--- src/design/uhl_cfg.svh ---
// register offsets, field positions, reset values and timing counts
`ifndef UHL_CFG_SVH
`define UHL_CFG_SVH
`define UHL_OFS_IE_SET 12'h010
`define UHL_OFS_IE_CLR 12'h014
`define UHL_OFS_CAB 12'h018
`define UHL_OFS_PCUR 12'h01c
`define UHL_OFS_CHEAD 12'h020
`define UHL_OFS_CCUR 12'h024
`define UHL_OFS_BHEAD 12'h028
`define UHL_OFS_BCUR 12'h02c
`define UHL_OFS_DONE 12'h030
`define UHL_OFS_FLCFG 12'h034
`define UHL_OFS_FCD 12'h038
`define UHL_OFS_FNUM 12'h03c
`define UHL_OFS_STAT 12'h080
`define UHL_OFS_STATE 12'h084
`define UHL_IE_MASTER_BIT 31
`define UHL_IE_IMPL_MASK 32'h4000_006f
`define UHL_CAB_MASK 32'hffff_ff00
`define UHL_DESC_MASK 32'hffff_fff0
`define UHL_STAT_MASK 32'h4000_006f
`define UHL_SOF_BIT 2
`define UHL_FNO_BIT 5
`define UHL_FL_TOGGLE_BIT 31
`define UHL_FL_LDP_HI 30
`define UHL_FL_LDP_LO 16
`define UHL_FL_LEN_HI 13
`define UHL_FL_LEN_RST 14'h2edf
`define UHL_FL_LDP_RST 15'h0000
`define UHL_STATE_RESET 2'h0
`define UHL_STATE_RESUME 2'h1
`define UHL_STATE_RUN 2'h2
`define UHL_STATE_SUSPEND 2'h3
`define UHL_CLK_HZ 20000000
`define UHL_BIT_HZ 12000000
`define UHL_ACC_W 25
`define UHL_ACC_MOD 25'd20000000
`define UHL_ACC_STEP 25'd12000000
`endif

--- src/design/uhl_pkg.sv ---
// types shared by the frame and list register block
package uhl_pkg;
  typedef struct packed {
    logic [11:0] paddr;
    logic psel;
    logic penable;
    logic pwrite;
    logic [31:0] pwdata;
  } uhl_apb_req_s;

  typedef struct packed {
    logic [31:0] prdata;
    logic pready;
    logic pslverr;
  } uhl_apb_rsp_s;

  typedef enum logic [1:0] {
    UHL_AP_IDLE = 2'b01,
    UHL_AP_DONE = 2'b10
  } uhl_ap_e;

  typedef struct packed {
    uhl_ap_e ap;
    uhl_apb_rsp_s rsp;
    logic ie_master;
    logic [31:0] ie;
    logic [31:0] stat;
    logic [1:0] state;
    logic [31:0] cab;
    logic [31:0] pcur;
    logic [31:0] chead;
    logic [31:0] ccur;
    logic [31:0] bhead;
    logic [31:0] bcur;
    logic [31:0] done;
    logic fl_toggle;
    logic [14:0] fl_ldp;
    logic [13:0] fl_len;
    logic fc_toggle;
    logic [13:0] fc_count;
    logic [15:0] frame_counter;
    logic [14:0] ldp_counter;
    logic [24:0] acc;
    logic sof_pulse;
    logic irq;
  } uhl_state_s;
endpackage : uhl_pkg

--- src/design/uhl_regs.sv ---
// interrupt enable, list pointer and frame timing registers on apb
//
// Decided for this implementation: the APB register port.
`timescale 1ns/1ps
`include "uhl_cfg.svh"

module uhl_regs (
  // clock and reset
  input wire logic pclk,
  input wire logic presetn,
  // apb slave
  input wire uhl_pkg::uhl_apb_req_s apb_req,
  output uhl_pkg::uhl_apb_rsp_s apb_rsp,
  // events from neighbouring logic, one-cycle pulses
  input wire logic [31:0] event_set,
  // functional state written by the control logic
  input wire logic state_wr,
  input wire logic [1:0] state_wdata,
  // frame management outputs
  output logic irq,
  output logic sof_pulse,
  output logic [15:0] frame_counter,
  output logic [14:0] ldp_counter,
  output logic fc_toggle,
  output logic [13:0] fc_count
);
  import uhl_pkg::*;

  uhl_state_s r;
  uhl_state_s next_r;
  logic bit_tick;
  logic load;
  logic enter_run;
  logic [31:0] rdata;
  logic hit;
  logic [25:0] acc_sum;
  logic [31:0] wdat;

  // fractional divider: 12 MHz tick from 20 MHz clock, no second clock domain
  assign acc_sum = {1'b0, r.acc} + {1'b0, `UHL_ACC_STEP};
  assign bit_tick = acc_sum >= {1'b0, `UHL_ACC_MOD};

  // entering running state loads countdown even from a stopped counter
  assign enter_run = state_wr && state_wdata == `UHL_STATE_RUN
                     && r.state != `UHL_STATE_RUN;
  assign load = enter_run
                || (r.state == `UHL_STATE_RUN && bit_tick
                    && r.fc_count == 14'h0000);
  assign wdat = apb_req.pwdata;

  // read decode, unmapped offsets answer zero with an error
  always_comb
  begin
    rdata = 32'h0000_0000;
    hit = 1'b1;
    case (apb_req.paddr)
      `UHL_OFS_IE_SET,
      `UHL_OFS_IE_CLR: rdata = {r.ie_master, r.ie[30:0]};
      `UHL_OFS_CAB: rdata = r.cab;
      `UHL_OFS_PCUR: rdata = r.pcur;
      `UHL_OFS_CHEAD: rdata = r.chead;
      `UHL_OFS_CCUR: rdata = r.ccur;
      `UHL_OFS_BHEAD: rdata = r.bhead;
      `UHL_OFS_BCUR: rdata = r.bcur;
      `UHL_OFS_DONE: rdata = r.done;
      `UHL_OFS_FLCFG: rdata = {r.fl_toggle, r.fl_ldp, 2'b00, r.fl_len};
      `UHL_OFS_FCD: rdata = {r.fc_toggle, 17'h00000, r.fc_count};
      `UHL_OFS_FNUM: rdata = {16'h0000, r.frame_counter};
      `UHL_OFS_STAT: rdata = r.stat;
      `UHL_OFS_STATE: rdata = {30'h0000_0000, r.state};
      default: hit = 1'b0;
    endcase
  end

  // next state of the whole block
  always_comb
  begin
    next_r = r;
    next_r.sof_pulse = 1'b0;
    next_r.acc = bit_tick ? acc_sum[24:0] - `UHL_ACC_MOD : acc_sum[24:0];
    if (state_wr)
    begin
      next_r.state = state_wdata;
    end
    // frame countdown only moves while running or on the state write that enters running
    if (load)
    begin
      next_r.fc_count = r.fl_len;
      next_r.fc_toggle = r.fl_toggle;
      next_r.frame_counter = r.frame_counter + 16'h0001;
      next_r.ldp_counter = r.fl_ldp;
      next_r.sof_pulse = 1'b1;
    end
    else if (r.state == `UHL_STATE_RUN && bit_tick)
    begin
      next_r.fc_count = r.fc_count - 14'h0001;
    end
    // apb: no wait state, answer in the cycle after setup
    next_r.ap = UHL_AP_IDLE;
    next_r.rsp.pready = 1'b0;
    next_r.rsp.pslverr = 1'b0;
    if (apb_req.psel && !apb_req.penable && r.ap == UHL_AP_IDLE)
    begin
      next_r.ap = UHL_AP_DONE;
      next_r.rsp.pready = 1'b1;
      next_r.rsp.pslverr = !hit;
      next_r.rsp.prdata = apb_req.pwrite ? 32'h0000_0000 : rdata;
      if (apb_req.pwrite)
      begin
        case (apb_req.paddr)
          `UHL_OFS_IE_SET:
          begin
            if (wdat[`UHL_IE_MASTER_BIT])
            begin
              next_r.ie_master = 1'b1;
            end
            next_r.ie = r.ie | (wdat & `UHL_IE_IMPL_MASK);
          end
          `UHL_OFS_IE_CLR:
          begin
            if (wdat[`UHL_IE_MASTER_BIT])
            begin
              next_r.ie_master = 1'b0;
            end
            next_r.ie = r.ie & ~(wdat & `UHL_IE_IMPL_MASK);
          end
          `UHL_OFS_CAB: next_r.cab = wdat & `UHL_CAB_MASK;
          `UHL_OFS_PCUR: next_r.pcur = wdat & `UHL_DESC_MASK;
          `UHL_OFS_CHEAD: next_r.chead = wdat & `UHL_DESC_MASK;
          `UHL_OFS_CCUR: next_r.ccur = wdat & `UHL_DESC_MASK;
          `UHL_OFS_BHEAD: next_r.bhead = wdat & `UHL_DESC_MASK;
          `UHL_OFS_BCUR: next_r.bcur = wdat & `UHL_DESC_MASK;
          `UHL_OFS_DONE: next_r.done = wdat & `UHL_DESC_MASK;
          `UHL_OFS_FLCFG:
          begin
            // driver flips the toggle with each new length
            next_r.fl_toggle = wdat[`UHL_FL_TOGGLE_BIT];
            next_r.fl_ldp = wdat[`UHL_FL_LDP_HI:`UHL_FL_LDP_LO];
            next_r.fl_len = wdat[`UHL_FL_LEN_HI:0];
          end
          `UHL_OFS_STAT:
            next_r.stat = r.stat & ~(wdat & `UHL_STAT_MASK);
          default: next_r.ie = next_r.ie;
        endcase
      end
    end
    // events set status after any clear so a same-cycle event wins
    next_r.stat = next_r.stat | (event_set & `UHL_STAT_MASK);
    if (load)
    begin
      next_r.stat[`UHL_SOF_BIT] = 1'b1;
      if (next_r.frame_counter[15] != r.frame_counter[15])
      begin
        next_r.stat[`UHL_FNO_BIT] = 1'b1;
      end
    end
    next_r.irq = r.ie_master && |(r.stat & r.ie);
  end

  // single state register
  always_ff @(posedge pclk or negedge presetn)
  begin
    if (!presetn)
    begin
      r <= '0;
      r.ap <= UHL_AP_IDLE;
      r.fl_len <= `UHL_FL_LEN_RST;
      r.fl_ldp <= `UHL_FL_LDP_RST;
      r.state <= `UHL_STATE_RESET;
    end
    else
    begin
      r <= next_r;
    end
  end

  assign apb_rsp = r.rsp;
  assign irq = r.irq;
  assign sof_pulse = r.sof_pulse;
  assign frame_counter = r.frame_counter;
  assign ldp_counter = r.ldp_counter;
  assign fc_toggle = r.fc_toggle;
  assign fc_count = r.fc_count;
endmodule : uhl_regs

--- config.mk ---
export PLATFORM = sky130hd
export DESIGN_NAME = uhl_regs
export DESIGN_NICKNAME = d
export VERILOG_FILES = /design/src/design/uhl_pkg.sv /design/src/design/uhl_regs.sv
export VERILOG_INCLUDE_DIRS = /design/src /design/src/design
export SDC_FILE = /design/constraint.sdc
export NUM_CORES = 1
export LEC_CHECK = 0
export BUFFER_PORTS_ARGS = -buffer_cell sky130_fd_sc_hd__buf_2
export CORE_MARGIN = 8
export CORE_UTILIZATION = 25
export DETAILED_ROUTE_END_ITERATION = 8
export HOLD_SLACK_MARGIN = 0.05
export SLEW_MARGIN = 15
export SYNTH_ARGS = -nofsm -noshare
export SYNTH_HDL_FRONTEND = slang
export SYNTH_SLANG_ARGS = --single-unit
--- constraint.sdc ---
create_clock -name pclk -period 3.3 [get_ports pclk]
set_input_delay 0.33 -clock pclk [delete_from_list [all_inputs] [get_ports pclk]]
set_output_delay 0.33 -clock pclk [all_outputs]
set_load 0.005 [all_outputs]
==> summary.md <==
| Metric | Value |
|---|---|
| Synth Area per Inst | 12.11 um^2 |
| Clk pin slew, worst setup/hold paths | 0.06 ns |
| XOR/XNOR Fraction of Synth Area | 2.272% |
| Die height | 270.5 um |
| Worst-Skew Late Latency | about 0.57 ns |
| Cell Rows | 93 |
| Post-synthesis mux area share | 16.94% |
| First-pass GRT wire length | 74.85 mm |
| Commonest non-fill, non-tap cells in the layout | dfrtp_1 (327), mux2_2 (223), buf_2 (139) |
| Drt first-iter violations | 904 |
| Top_reg_cell synth | dfrtp_1 |
| IO buf count | 140 |
| DRC | 0 |
| Fin. Hold Viols | 0 |
| Post-synthesis adder-cell area fraction | 0.3864% |
| Max cap viols | 0 |
| Routed WL per cell | 21.13 um |
| VDD IR max | 0.0003060 V |
| Via count | 11470 |
| Root Driver | clkbuf_16 |
| Yosys top cell by area | dfrtp_1 |
| Num CTS Buffers | 40 |
| Crit share post-route | 98.96% |
| Setup slack, reg-to-reg | about 0.034 ns |
| Outcome | complete, no violations |
| Static Leak | 9.075 nW |
| DIE AREA | 73170 um^2 |
| EDFF count, synth | 0 |
| Nets@finish | 1541 |
| Synth Area in Compound Gates | 15.13% |
| Grt ovf | 0 |
| Utilization after layout | 30.19% |
| Fraction of synthesis flops using an asynchronous set or reset pin | between 90% and 100% |
| Simple-Gate Fraction of Synth Area | under 10% |
| Setup ws final | about 0.034 ns |
| GR Util All Layers | a little over an eighth |
| Vias per cell | 4.902 |
| Measured slew at the worst slew-check pin | 0.7868 ns |
| Crit. End Element | register |
| TritonCTS Sinks | 339 |
| Largest net degree at the start of global routing | 92 |
| Synth top area cells | dfrtp_1 (51%), mux2_2 (16%), buf_4 (3.8%) |
| Clk_skew | 0.03302 ns |
| Core Area | 64230 um^2 |
| Hold Crit Class | primary input to register |
| Main combinational cell family by area after synthesis | multiplexers |
| Synth warnings | 0 |
| Synthesized area | roughly 16000 um^2 |
| Final setup viols | 0 |
| Critical Path Source Type | register |
| Post-detail-place hpwl | 33.00 mm |
| CP Data Required Time | between 3 and 4 ns |
| Post-synthesis cell count | 1337 |
| CTS tree | done |
| Routed WL | between 40 and 50 mm |
| Area added between synthesis and finish | 19.74% |
| Antenna Nets Post-Route | 0 |
| Crit path time final | 3.266 ns |
| Die width | ~270 um |
| Vias in the first global route | 12100 |
| H-Tree Depth | 2 |
| Synth top area share | 50.54% |
| Place WS | -0.06000 ns |
| CTS max path bufs | 3 |
| I/O pins | 166 |
| Fmax | 0.3062 GHz |
| TritonRoute pass-1 iters | 7 |
| GPL Wtd Cong | just under 0.8 |
| Antenna violations before repair | 9 |
| Initial core utilization | 25.21% |
| Most common cell after layout, fill and taps aside | dfrtp_1 |
| Register bit total from synthesis | around 340 |
| Post-synth cell types | 71 |
| CP Class | register to register |
| Fraction of layout cells with a size suffix above 1 | a little under two fifths |
| Cell Pwr Density | 488.9 nW/um^2 |
| Max-slew violations | 0 |
| Slew headroom | 47.55% |
| Net count after synthesis | 1426 |
| Largest fanout on the critical path | 11 |
| WP data arrival | 3.73 ns |
| Seq/Total Area, Yosys | 52.48% |
## final timing paths
check | startpoint | endpoint | depth (start not counted)
max | r[10] | frame_counter[12] | 15
min | apb_req[15] | r[150] | 2
max reg2reg | r[10] | frame_counter[12] | 15
min reg2reg | apb_rsp[26] | apb_rsp[26] | 1
max in group asynchronous | presetn | r[83] | 3
min in group asynchronous | presetn | sof_pulse | 2
## per-stage QoR
stage / setup TNS [ns] / hold slack (ns) / cell area (um^2) / std cells / total power [mW]
after floorplan: 0 / 0.03441 / 16190 / 1337 / 4.874
after global placement: -0.003824 / 0.3915 / 17800 / 2243 / 5.214
after detailed placement: -0.2924 / 0.4126 / 17800 / 2243 / 5.248
after CTS: 0 / 0.05330 / 19250 / 2332 / 9.598
after global routing: -2.689 / 0.07992 / 19380 / 2337 / 9.859
final: 0 / 0.08972 / 19390 / 2339 / 9.479
## repair_timing
item	4_1_cts	5_1_grt
pin swaps	0	3
buffers inserted	0	4
hold buffers	17	0
endpoints found under the hold margin	100	0
gates cloned	0	1
gates resized for setup	2	15
setup endpoints to repair	11	57
## worst max-delay path: stages, from the launching register on
cell and delay, ns:
dfrtp_1 0.38, inv_1 0.12, ha_4 0.17, buf_4 0.16
nor4bb_2 0.28, o21bai_1 0.14, o21ai_0 0.27, nand2_1 0.13
o32ai_1 0.27, buf_4 0.18, o211a_4 0.22, o311ai_4 0.12
buf_12 0.18, clkbuf_16 0.19, nor3_2 0.21, xor2_1 0.15
## cells in the mapped netlist, types with 22 or more instances
cell type and n:
dfrtp_1 327, buf_4 81, nand3_1 22, a221oi_1 37, clkbuf_1 49, a31oi_1 44, o21ai_0 35, nand2_1 45
a21oi_1 35, nor2_1 57, a22o_1 33, a22oi_1 49, a21o_1 32, xor2_1 22, mux2_2 223
## logic make-up after synthesis
group           count (synthesis)
compound gates                330
xor+xnor                       42
fa+ha+maj                       5
buf+inv                       176
flops                         339
mux                           244
simple gates                  201
## sequential cells by signal, summed over array words and instances (netlist names), named ones only
name and flops:
ldp_counter 15, r 251, irq 1, fc_count 14, frame_counter 16, sof_pulse 1
fc_toggle 1, apb_rsp 33
## routing by layer
layer / wire (um) / global-route usage [%] / vias to the layer above
met5: 31 / 0 / -
met4: 1348 / 4.255 / 6
met3: 4519 / 4.658 / 91
met2: 23580 / 21.46 / 376
met1: 19950 / 15.93 / 5855
li1: - / - / 5138
## where the power goes
group | total [mW] | internal [mW] | switching (mW)
registers | 4.43 | 4.26 | 0.174
logic | 0.761 | 0.267 | 0.493
clock network | 4.29 | 2.48 | 1.81
## final cells by class
cell class                      count  area (um^2)
Inverter                           22        82.58
Sequential cell                   339         8498
Timing Repair Buffer              227         1603
Clock buffer                       61         1171
Fill cell                        6554        44840
Tap cell                          855         1070
Antenna cell                        2        5.005
Clock inverter                     11        98.84
Multi-Input combinational cell    822         6860
Power figures use the tool's default switching activity.
